## src/rtl/dhs_pkg.sv

```systemverilog
// shared constants for the acquisition host-side pin block
// Contract
// RULE1 - sync pin as input: rising edge makes sample-and-hold capture input
// RULE2 - after sync edge, next clock starts conversion or comparison per instruction
// RULE3 - direction bit low makes sync an input, high drives it as output
// RULE4 - output mode: sync high at operation start, low at completion
// RULE5 - reset leaves the sync pin configured as an input
// RULE6 - width select high: 8-bit bus, upper lines floated; low: 16-bit
// RULE7 - active-low interrupt asserts on any unmasked interrupt condition
// RULE8 - eight interrupt sources, each individually maskable
// RULE9 - reading interrupt status clears all pending and releases interrupt
// RULE10 - dma request rises when fifo count equals programmed threshold
// RULE11 - dma request drops once the fifo has been emptied
// RULE12 - five address lines select registers, fifo and instruction ram
// RULE13 - channels from instruction ram; any single-ended or any pair differential
// RULE14 - chip select low halts internal clocking and suspends conversion
// RULE15 - multiplexed bus: address latched on latch-strobe fall with select low
// RULE16 - data lines driven only while read strobe and select both low
// RULE17 - data accepted only while write strobe and select both low
// RULE18 - interrupt stays low until status read, not when source goes away
package dhs_pkg;

    // ****************************************
    // bus geometry
    // ****************************************
    localparam int ADDR_W = 5;
    localparam int DATA_W = 16;
    localparam int BYTE_W = 8;
    localparam int IRQ_SRC_N = 8;
    localparam int FIFO_CNT_W = 6;
    localparam int CHAN_W = 3;

    // ****************************************
    // address map and reset values
    // ****************************************
    localparam logic [ADDR_W-1:0] INT_STATUS_ADDR = 5'h0c;
    localparam logic SYNC_DIR_RST = 1'b0;
    localparam logic [IRQ_SRC_N-1:0] IRQ_PEND_RST = 8'h00;
    localparam logic [FIFO_CNT_W-1:0] FIFO_EMPTY = 6'h00;

    // ****************************************
    // conversion sequencing states
    // ****************************************
    typedef enum logic [1:0] {
        DHS_IDLE = 2'b00,
        DHS_HELD = 2'b01,
        DHS_BUSY = 2'b10
    } dhs_state_t;

endpackage : dhs_pkg

```

## src/rtl/dhs_edge_det.sv

```systemverilog
// one-cycle edge pulse from a synchronous level
`timescale 1ns/1ns
module dhs_edge_det #(
    parameter bit RISING = 1'b1
) (
    // clock and reset
    input wire logic clk_sys_in,
    input wire logic reset_in,
    // level and pulse
    input wire logic level_in,
    output logic pulse_out
);

    logic prev_r;
    logic prev_nxt;

    always_comb begin
        prev_nxt = level_in;
    end

    always_ff @(posedge clk_sys_in) begin
        if (reset_in) begin
            prev_r <= RISING ? 1'b1 : 1'b0;
        end else begin
            prev_r <= prev_nxt;
        end
    end

    // reset value suppresses a false edge right after release
    assign pulse_out = RISING ? (level_in & ~prev_r) : (~level_in & prev_r);

endmodule : dhs_edge_det

```

## src/rtl/dhs_host_port.sv

```systemverilog
// host-side pins: sync, bus width, interrupt, dma request, bus strobes
`timescale 1ns/1ns
module dhs_host_port (
    // clock and reset
    input wire logic clk_sys_in,
    input wire logic reset_in,
    // host bus control
    input wire logic cs_n_in,
    input wire logic rd_n_in,
    input wire logic wr_n_in,
    input wire logic ale_in,
    input wire logic bus_width_select_in,
    input wire logic [dhs_pkg::ADDR_W-1:0] register_address_lines_in,
    // host data lines, split three ways
    input wire logic [dhs_pkg::DATA_W-1:0] host_data_lines_in,
    output logic [dhs_pkg::DATA_W-1:0] host_data_lines_out,
    output logic [dhs_pkg::DATA_W-1:0] host_data_lines_oe_out,
    // internal register side
    output logic [dhs_pkg::ADDR_W-1:0] reg_addr_out,
    output logic bus_8bit_out,
    output logic reg_rd_out,
    output logic reg_wr_out,
    output logic [dhs_pkg::DATA_W-1:0] reg_wdata_out,
    input wire logic [dhs_pkg::DATA_W-1:0] reg_rdata_in,
    // sync pin
    input wire logic sync_in,
    output logic sync_out,
    output logic sync_oe_out,
    // configuration and sequencer
    input wire logic io_select_in,
    input wire logic op_start_req_in,
    input wire logic op_compare_in,
    input wire logic op_done_in,
    input wire logic [dhs_pkg::CHAN_W-1:0] ram_chan_pos_in,
    input wire logic [dhs_pkg::CHAN_W-1:0] ram_chan_neg_in,
    input wire logic ram_chan_diff_in,
    output logic sample_hold_out,
    output logic start_convert_out,
    output logic start_compare_out,
    output logic conv_run_out,
    output logic [dhs_pkg::CHAN_W-1:0] mux_pos_out,
    output logic [dhs_pkg::CHAN_W-1:0] mux_neg_out,
    output logic mux_diff_out,
    // interrupt sources
    input wire logic [dhs_pkg::IRQ_SRC_N-1:0] irq_event_in,
    input wire logic [dhs_pkg::IRQ_SRC_N-1:0] irq_enable_in,
    output logic [dhs_pkg::IRQ_SRC_N-1:0] irq_pending_out,
    output logic int_n_out,
    // fifo level and dma
    input wire logic [dhs_pkg::FIFO_CNT_W-1:0] fifo_count_in,
    input wire logic [dhs_pkg::FIFO_CNT_W-1:0] dma_threshold_in,
    output logic dma_request_out
);

    // ****************************************
    // edge detection
    // ****************************************
    logic sync_rise;
    logic ale_fall;
    logic rd_fall;
    logic wr_rise;

    dhs_edge_det #(.RISING(1'b1)) u_sync_edge (
        .clk_sys_in(clk_sys_in),
        .reset_in(reset_in),
        .level_in(sync_in),
        .pulse_out(sync_rise)
    );

    dhs_edge_det #(.RISING(1'b0)) u_ale_edge (
        .clk_sys_in(clk_sys_in),
        .reset_in(reset_in),
        .level_in(ale_in),
        .pulse_out(ale_fall)
    );

    dhs_edge_det #(.RISING(1'b0)) u_rd_edge (
        .clk_sys_in(clk_sys_in),
        .reset_in(reset_in),
        .level_in(rd_n_in | cs_n_in),
        .pulse_out(rd_fall)
    );

    dhs_edge_det #(.RISING(1'b1)) u_wr_edge (
        .clk_sys_in(clk_sys_in),
        .reset_in(reset_in),
        .level_in(wr_n_in | cs_n_in),
        .pulse_out(wr_rise)
    );

    // ****************************************
    // address latch and bus strobes
    // ****************************************
    logic [dhs_pkg::ADDR_W-1:0] addr_r;
    logic [dhs_pkg::ADDR_W-1:0] addr_nxt;
    logic [dhs_pkg::ADDR_W-1:0] addr_eff;
    logic [dhs_pkg::ADDR_W-1:0] addr_seen_r;
    logic [dhs_pkg::ADDR_W-1:0] addr_seen_nxt;
    logic [dhs_pkg::DATA_W-1:0] wdata_r;
    logic [dhs_pkg::DATA_W-1:0] wdata_nxt;
    logic [dhs_pkg::DATA_W-1:0] rdata_r;
    logic [dhs_pkg::DATA_W-1:0] rdata_nxt;
    logic rd_active;
    logic wr_active;

    assign rd_active = ~rd_n_in & ~cs_n_in;
    assign wr_active = ~wr_n_in & ~cs_n_in;
    // latch strobe held high means a non-multiplexed bus: address flows
    assign addr_eff = ale_in ? register_address_lines_in :
        ((ale_fall && !cs_n_in) ? addr_seen_r : addr_r); // RULE15

    always_comb begin
        // lines may already carry data once the strobe is low, so the
        // latch takes the last address seen while the strobe was high
        addr_seen_nxt = ale_in ? register_address_lines_in : addr_seen_r;
        addr_nxt = addr_r;
        if (ale_fall && !cs_n_in) begin
            addr_nxt = addr_seen_r; // RULE15
        end
        wdata_nxt = wdata_r;
        if (wr_active) begin
            wdata_nxt = host_data_lines_in; // RULE17
            if (bus_width_select_in) begin
                wdata_nxt[dhs_pkg::DATA_W-1:dhs_pkg::BYTE_W] = 8'h00; // RULE6
            end
        end
        rdata_nxt = rdata_r;
        if (rd_active) begin
            rdata_nxt = reg_rdata_in;
        end
    end

    always_ff @(posedge clk_sys_in) begin
        if (reset_in) begin
            addr_r <= 5'h00;
            addr_seen_r <= 5'h00;
            wdata_r <= 16'h0000;
            rdata_r <= 16'h0000;
        end else begin
            addr_r <= addr_nxt;
            addr_seen_r <= addr_seen_nxt;
            wdata_r <= wdata_nxt;
            rdata_r <= rdata_nxt;
        end
    end

    assign reg_addr_out = addr_eff; // RULE12
    assign bus_8bit_out = bus_width_select_in; // RULE6
    assign reg_rd_out = rd_fall;
    // write completes when either strobe rises, data as last seen active
    assign reg_wr_out = wr_rise; // RULE17
    assign reg_wdata_out = wdata_r;
    assign host_data_lines_out = rdata_r;

    always_comb begin
        host_data_lines_oe_out = {dhs_pkg::DATA_W{rd_active}}; // RULE16
        if (bus_width_select_in) begin
            host_data_lines_oe_out[dhs_pkg::DATA_W-1:dhs_pkg::BYTE_W] =
                8'h00; // RULE6
        end
    end

    // ****************************************
    // sync direction and conversion sequencing
    // ****************************************
    dhs_pkg::dhs_state_t state_r;
    dhs_pkg::dhs_state_t state_nxt;
    logic sync_dir_r;
    logic sync_dir_nxt;
    logic op_cmp_r;
    logic op_cmp_nxt;
    logic start_cv_r;
    logic start_cv_nxt;
    logic start_cp_r;
    logic start_cp_nxt;
    logic [dhs_pkg::CHAN_W-1:0] pos_r;
    logic [dhs_pkg::CHAN_W-1:0] pos_nxt;
    logic [dhs_pkg::CHAN_W-1:0] neg_r;
    logic [dhs_pkg::CHAN_W-1:0] neg_nxt;
    logic diff_r;
    logic diff_nxt;
    logic run_en;

    // host access blocks starts into DHS_BUSY; a pending start waits it out
    assign run_en = cs_n_in; // RULE14

    always_comb begin
        sync_dir_nxt = io_select_in; // RULE3
        state_nxt = state_r;
        op_cmp_nxt = op_cmp_r;
        start_cv_nxt = 1'b0;
        start_cp_nxt = 1'b0;
        pos_nxt = pos_r;
        neg_nxt = neg_r;
        diff_nxt = diff_r;
        case (state_r)
            dhs_pkg::DHS_IDLE: begin
                if (!sync_dir_r && sync_rise) begin
                    state_nxt = dhs_pkg::DHS_HELD; // RULE1
                    op_cmp_nxt = op_compare_in;
                end else if (sync_dir_r && op_start_req_in && run_en) begin
                    state_nxt = dhs_pkg::DHS_BUSY; // RULE4
                    start_cv_nxt = ~op_compare_in;
                    start_cp_nxt = op_compare_in;
                    pos_nxt = ram_chan_pos_in; // RULE13
                    neg_nxt = ram_chan_neg_in;
                    diff_nxt = ram_chan_diff_in;
                end
            end
            dhs_pkg::DHS_HELD: begin
                if (run_en) begin
                    state_nxt = dhs_pkg::DHS_BUSY; // RULE2
                    start_cv_nxt = ~op_cmp_r;
                    start_cp_nxt = op_cmp_r;
                    pos_nxt = ram_chan_pos_in; // RULE13
                    neg_nxt = ram_chan_neg_in;
                    diff_nxt = ram_chan_diff_in;
                end
            end
            dhs_pkg::DHS_BUSY: begin
                if (op_done_in) begin
                    state_nxt = dhs_pkg::DHS_IDLE; // RULE4
                end
            end
            default: begin
                state_nxt = dhs_pkg::DHS_IDLE;
            end
        endcase
    end

    always_ff @(posedge clk_sys_in) begin
        if (reset_in) begin
            state_r <= dhs_pkg::DHS_IDLE;
            sync_dir_r <= dhs_pkg::SYNC_DIR_RST; // RULE5
            op_cmp_r <= 1'b0;
            start_cv_r <= 1'b0;
            start_cp_r <= 1'b0;
            pos_r <= 3'h0;
            neg_r <= 3'h0;
            diff_r <= 1'b0;
        end else begin
            state_r <= state_nxt;
            sync_dir_r <= sync_dir_nxt;
            op_cmp_r <= op_cmp_nxt;
            start_cv_r <= start_cv_nxt;
            start_cp_r <= start_cp_nxt;
            pos_r <= pos_nxt;
            neg_r <= neg_nxt;
            diff_r <= diff_nxt;
        end
    end

    assign sync_oe_out = sync_dir_r; // RULE3
    assign sync_out = sync_dir_r & (state_r == dhs_pkg::DHS_BUSY); // RULE4
    assign sample_hold_out = (state_r != dhs_pkg::DHS_IDLE); // RULE1
    assign start_convert_out = start_cv_r; // RULE2
    assign start_compare_out = start_cp_r;
    assign conv_run_out = run_en; // RULE14
    assign mux_pos_out = pos_r;
    assign mux_neg_out = neg_r;
    assign mux_diff_out = diff_r;

    // ****************************************
    // interrupt pending and dma request
    // ****************************************
    logic [dhs_pkg::IRQ_SRC_N-1:0] pend_r;
    logic [dhs_pkg::IRQ_SRC_N-1:0] pend_nxt;
    logic dma_r;
    logic dma_nxt;
    logic status_rd;

    assign status_rd = rd_fall && (addr_eff == dhs_pkg::INT_STATUS_ADDR);

    always_comb begin
        pend_nxt = pend_r;
        if (status_rd) begin
            pend_nxt = dhs_pkg::IRQ_PEND_RST; // RULE9
        end
        // new events beat a same-cycle clear so none is lost
        pend_nxt = pend_nxt | (irq_event_in & irq_enable_in); // RULE8 RULE18
        dma_nxt = dma_r;
        if (fifo_count_in == dhs_pkg::FIFO_EMPTY) begin
            dma_nxt = 1'b0; // RULE11
        end else if (fifo_count_in == dma_threshold_in) begin
            dma_nxt = 1'b1; // RULE10
        end
    end

    always_ff @(posedge clk_sys_in) begin
        if (reset_in) begin
            pend_r <= dhs_pkg::IRQ_PEND_RST;
            dma_r <= 1'b0;
        end else begin
            pend_r <= pend_nxt;
            dma_r <= dma_nxt;
        end
    end

    assign irq_pending_out = pend_r;
    assign int_n_out = ~(|pend_r); // RULE7
    assign dma_request_out = dma_r;

endmodule : dhs_host_port

```

## config.mk

```make
export PLATFORM = sky130hd
export DESIGN_NAME = dhs_host_port
export DESIGN_NICKNAME = d
export VERILOG_FILES = /design/src/rtl/dhs_pkg.sv /design/src/rtl/dhs_edge_det.sv /design/src/rtl/dhs_host_port.sv
export SDC_FILE = /design/constraint.sdc
export NUM_CORES = 1
export LEC_CHECK = 0
export BUFFER_PORTS_ARGS = -buffer_cell sky130_fd_sc_hd__buf_2
export CAP_MARGIN = 10
export CORE_ASPECT_RATIO = 1.25
export CORE_UTILIZATION = 44
export DETAILED_ROUTE_END_ITERATION = 16
export PLACE_DENSITY = 0.91
export SYNTH_ARGS = -nofsm -noshare
export SYNTH_HDL_FRONTEND = slang
export SYNTH_SLANG_ARGS = --single-unit
```

## constraint.sdc

```tcl
create_clock -name clk_sys_in -period 2.1 [get_ports clk_sys_in]
set_clock_uncertainty 0.05 [all_clocks]
set_input_delay 0.21 -clock clk_sys_in [delete_from_list [all_inputs] [get_ports clk_sys_in]]
set_output_delay 0.21 -clock clk_sys_in [all_outputs]
set_load 0.01 [all_outputs]
```

* After elaboration in Yosys (flattened, before gate mapping)
Index checks and enable logic that the tools add are counted.
Operators by class: bitwise logic cells 21, eq/ne operators 9, magnitude comparators 0, multiply operators 0, reductions and logical operators 16, muxes and demuxes 30, shifts and indexed selects 0, $add $sub $neg 0, divide/modulo/power cells 0
Operator list (count):
- 8-bit two-way mux | 3
- 3-bit two-way mux | 6
- 3-bit one-hot mux with 2 select lines | 2
- 5-bit two-way mux | 2
- 1-bit inverter | 10
- 1-bit two-way mux | 9
- 8-bit AND | 1
- 2-bit two-way mux | 4
- 2-bit inequality test, second input constant | 4
- 8-bit bitwise OR | 1
- 8-bit OR reduction | 1
- 1-bit AND | 7
- 6-bit == test | 1
- 6-bit logical NOT | 1
- 1-bit one-hot mux with 2 select lines | 3
- 2-bit one-hot mux with 3 select lines | 1
- 5-bit by 4-bit == test with 1-bit output, second input constant | 1
- 1-bit logical AND | 5
- 4-bit AND reduction | 1
- 2-bit nonzero test | 2
- 3-bit inequality test, second input constant | 1
- 3-bit AND reduction | 1
- 2-bit by 1-bit == test with 1-bit output, second input constant | 1
- 2-bit == test, second input constant | 1
- other kinds (5) | 7
Word-level totals: memories kept 0, flip-flop bits (word level) 68, bits in writable memories 0, output and inout port bits 79, bits of input ports 84, memory bits (read-only) 0, bits in latches 0, word-level logic and storage cells 94

* Longest topological paths before layout
word-level depth 9, mapped depth 7

* By module
A second synthesis with hierarchy kept.
Unflattened totals: cells, all modules 327, area total of the unflattened synthesis 2951.6 µm²
By module, submodules not included:
- dhs_host_port | area each 2816.5 µm², times used 1, cells an instance 315
- dhs_edge_det at u_ale_edge ... | area each 35.0 µm², times used 2, cells an instance 3
- dhs_edge_det at u_sync_edge ... | area each 32.5 µm², times used 2, cells an instance 3

* Least setup slack after synthesis
No wires, ideal clock.
kind input port to output port, from in cs_n_in, to out host_data_lines_oe_out[10] (netlist name), data arrival time 1.522 ns, path slack 0.318 ns, cell stages on the path 6, data required time 1.840 ns, path through buf_4 > or2_1 > buf_2 > clkbuf_1 > nor2_1 > buf_4
Between the ends: word-level cells in the longest chain between the ends 3
RTL lines:
- start: declaration | line dhs_host_port.sv:8 | input wire logic cs_n_in,
- 1-bit inverter | line dhs_host_port.sv:106 | assign rd_active = ~rd_n_in & ~cs_n_in;
- 1-bit AND | line dhs_host_port.sv:106
- 8-bit two-way mux | line dhs_host_port.sv:157 | if (bus_width_select_in) begin
- end: declaration | line dhs_host_port.sv:17 | output logic [dhs_pkg::DATA_W-1:0] host_data_lines_oe_out,
No other way between the ends.

* Final worst setup path
from reg u_ale_edge.prev_r, to out reg_addr_out[1] (netlist name)
Between the ends: word-level cells in the longest chain between the ends 4
RTL lines:
- start: declaration | line dhs_edge_det.sv:14 | logic prev_r;
- start signal: assignment | line dhs_edge_det.sv:23 | prev_r <= RISING ? 1'b1 : 1'b0;
- start signal: assignment | line dhs_edge_det.sv:25 | prev_r <= prev_nxt;
- 1-bit AND | line dhs_edge_det.sv:30 | assign pulse_out = RISING ? (level_in & ~prev_r) : (~level_in & prev_r);
- 1-bit logical AND | line dhs_host_port.sv:110 | ((ale_fall && !cs_n_in) ? addr_seen_r : addr_r);
- 5-bit two-way mux
- 5-bit two-way mux | line dhs_host_port.sv:109 | assign addr_eff = ale_in ? register_address_lines_in :
- end: declaration | line dhs_host_port.sv:19 | output logic [dhs_pkg::ADDR_W-1:0] reg_addr_out,
No other way between the ends.

==> metrics.txt <==
vias in the first global route 2,518; unrepaired setup endpoints after global routing no; hold path startpoint sync_in; CTS tree done; I/O Buffers 162; number of diodes 0; Starting Density 0.4591; Via density 5.033; grt total ovfl 0; DRT antenna net count 0; worst slack, placed -0.2701 ns; # rows 32; Mean Syn Cell Area 8.690 um2; final worst setup slack 0.1319 ns; Post-synth EDFFs 0; critical path's largest stage delay 0.55 ns; pwr dens 783.2 mW/mm2; CTS Buf Count 9; Relative slew margins 0.5942; met3 Use GR 0.04505; layout net count 565; maxcap violations 0; met1 Use GR 0.2259; Crit. End Element output pin; Min Hold Slack 0.03189 ns; share of cells above drive strength 1 0.4218; CTS max path bufs 2; initial antenna violation count 0; first-pass GRT wire length 10,920 um; cells after synthesis 330; Async SR Flop Fraction 0; FF-to-FF Start u_ale_edge.prev_r; Post-DP Area 0.003667 mm2; TritonRoute pass-1 iters 4; clk sinks 68; Final Util 0.6318; Critical Path RT 1.84 ns; cell area after layout 0.003946 mm2; Worst setup SP type register; 1st-iter DRT viols 110; HP Class in -> reg; post-synthesis sequential element count 68; max frequency 508.1 MHz; crit path cell chain or4bb_1 -> o311ai_1 -> buf_2; fill count 510; cell depth of the worst flop-to-flop path 5; Detailed Place HPWL 5497 um; Global Route Usage Sum 0.2084; Worst Hold Endpoint u_sync_edge.prev_r; CP Max Fanout 6; fin. max-slew vios 0; CTS Root Cell clkbuf_8; Worst Tran Pin Value 0.6068 ns; WL per Instance 12.82 um; WL final 7322 um; largest net degree at the start of global routing 33; num ports 163; Post-Syn Area 0.002868 mm2; status finished clean; Leakage 1.872 nW; Hold Path Depth 2; routed vias 2,874; DIE WIDTH 74.21 um; clk_lat worst skew 0.33 ns; register-to-register setup slack 0.31 ns; fin crit period 1.968 ns; Ys Warns 0; sequential area share after synthesis 0.4747; VDD IR max 0.0004802 V; die height 92.26 um; # hold bufs at CTS 0; Yosys cell types 37; Core ar. 0.006246 mm2; H-Tree Depth 3; crit path DAT 1.71 ns; routability cong. 0.8703; endpoints failing hold 0; Crit Path Class reg -> out; grt peak-use layer met2; synthesis-to-layout area growth 37.61%; top_reg_cell synth dfxtp_1; Residual DRC 0; met2 Use GR 0.3576; Tcrit/Tclk final 0.9372; Final Setup Violations 0; die area 0.006847 mm2; RR Endpoint irq_pending_out[4]; post-synthesis net count 414; Worst-path clk slew 0.07 ns; Slowest cell on crit path or4bb_1
==> per-layer routing <==
layer / wire length (um) / share of wire
met5: 0 / 0
met4: 218 / 0.030
met3: 412 / 0.056
met2: 3719 / 0.51
met1: 2971 / 0.41
==> report_power, final <==
part           total [mW]  switching (mW)  internal [mW]
Combinational       0.403           0.217          0.185
Sequential           1.38          0.0312           1.34
Clock                1.31           0.460          0.853
Total                3.09           0.708           2.38
==> sequential cells by signal (all words and copies together) (netlist names) <==
signal	cells
u_sync_edge.prev_r	1
u_ale_edge.prev_r	1
u_wr_edge.prev_r	1
sync_oe_out	1
start_convert_out	1
irq_pending_out	8
addr_seen_r	5
addr_r	5
state_r	2
mux_diff_out	1
u_rd_edge.prev_r	1
reg_wdata_out	16
op_cmp_r	1
mux_neg_out	3
host_data_lines_out	16
start_compare_out	1
dma_request_out	1
mux_pos_out	3
==> final cells by class <==
cell class / instances / area [um2] / share of cell area
timing repair buffer: 173 / 905.9 / 0.2296
tap: 85 / 106.4 / 0.02695
inverter: 10 / 37.54 / 0.009512
clock buffer: 12 / 155.1 / 0.03932
sequential: 68 / 1361 / 0.3450
multi-input combinational: 219 / 1285 / 0.3256
clock inverter: 4 / 95.09 / 0.02410
==> repair_timing <==
| action | CTS | global route |
|---|---|---|
| setup buffers | 0 | 1 |
| pin swaps | 0 | 0 |
| gates resized for setup | 1 | 0 |
| cloned | 0 | 0 |
| endpoints found under the setup margin | 8 | 4 |
==> synthesized netlist by cell type, types with 3 or more instances <==
master / instances / share of area
xor2_1: 4 / 0.012
buf_2: 3 / 0.0052
clkbuf_1: 9 / 0.012
inv_2: 3 / 0.0039
inv_1: 7 / 0.0092
buf_4: 19 / 0.050
nand2_1: 68 / 0.089
nand3b_1: 9 / 0.024
nor2_1: 23 / 0.030
a311oi_2: 8 / 0.042
mux2i_1: 9 / 0.031
nor3_1: 3 / 0.0052
or4_1: 3 / 0.0079
and2_1: 3 / 0.0065
dfxtp_1: 68 / 0.47
a21oi_1: 59 / 0.10
==> metrics by stage <==
stage / setup TNS, ns / cells / power (mW)
6_report: 0 / 571 / 3.091
5_1_grt: 0 / 571 / 3.220
4_1_cts: 0 / 570 / 3.128
3_5_place_dp: -2.069 / 554 / 1.802
3_3_place_gp: -1.220 / 554 / 1.789
2_1_floorplan: 0 / 330 / 1.623
==> cell usage in the layout (no fill, tap or decap), types with 2 or more instances in the layout <==
master,netlist,final
dfxtp_1,68,68
o22a_1,2,2
nor2_1,23,23
xnor2_1,2,2
clkbuf_8,0,11
nand3b_1,9,9
a21oi_1,59,59
nor2b_1,2,2
a311oi_2,8,8
buf_4,19,10
mux2i_1,9,9
bufinv_16,0,3
and2_1,3,3
inv_1,7,7
nand2_1,68,68
nor3_1,3,3
o311ai_1,2,2
or2_2,2,2
nor3b_1,2,2
inv_2,3,3
a31oi_1,2,2
buf_2,3,162
a311o_1,2,2
xor2_1,4,4
or4_1,3,3
or4bb_1,2,2
==> cell families after synthesis <==
logic type,after synthesis,synth area share
AOI/OAI and AO/OA,76,0.1741
xor gates and xnor gates,6,0.01832
buffers and inverters,43,0.08246
and+or+nand+nor,127,0.2151
DFF,68,0.4747
muxes,10,0.03534
==> critical path: cells and delay by family, from the launching register on <==
| family | cells | cell delay [ns] |
|---|---|---|
| AO/OA/AOI/OAI | 1 | 0.19 |
| flip-flops | 1 | 0.40 |
| AND/OR/NAND/NOR | 1 | 0.55 |
| buffers and inverters | 1 | 0.24 |
==> how the worst max path moves through the flow <==
stage                           start                    endpoint  cells past startpoint
CTS                 u_ale_edge.prev_r             reg_addr_out[0]                      3
finish              u_ale_edge.prev_r             reg_addr_out[1]                      3
global placement    u_ale_edge.prev_r          irq_pending_out[5]                      4
detailed placement  u_ale_edge.prev_r          irq_pending_out[4]                      4
global route        u_ale_edge.prev_r             reg_addr_out[1]                      3
floorplan                     cs_n_in  host_data_lines_oe_out[10]                      6
Power figures use the tool's default switching activity.
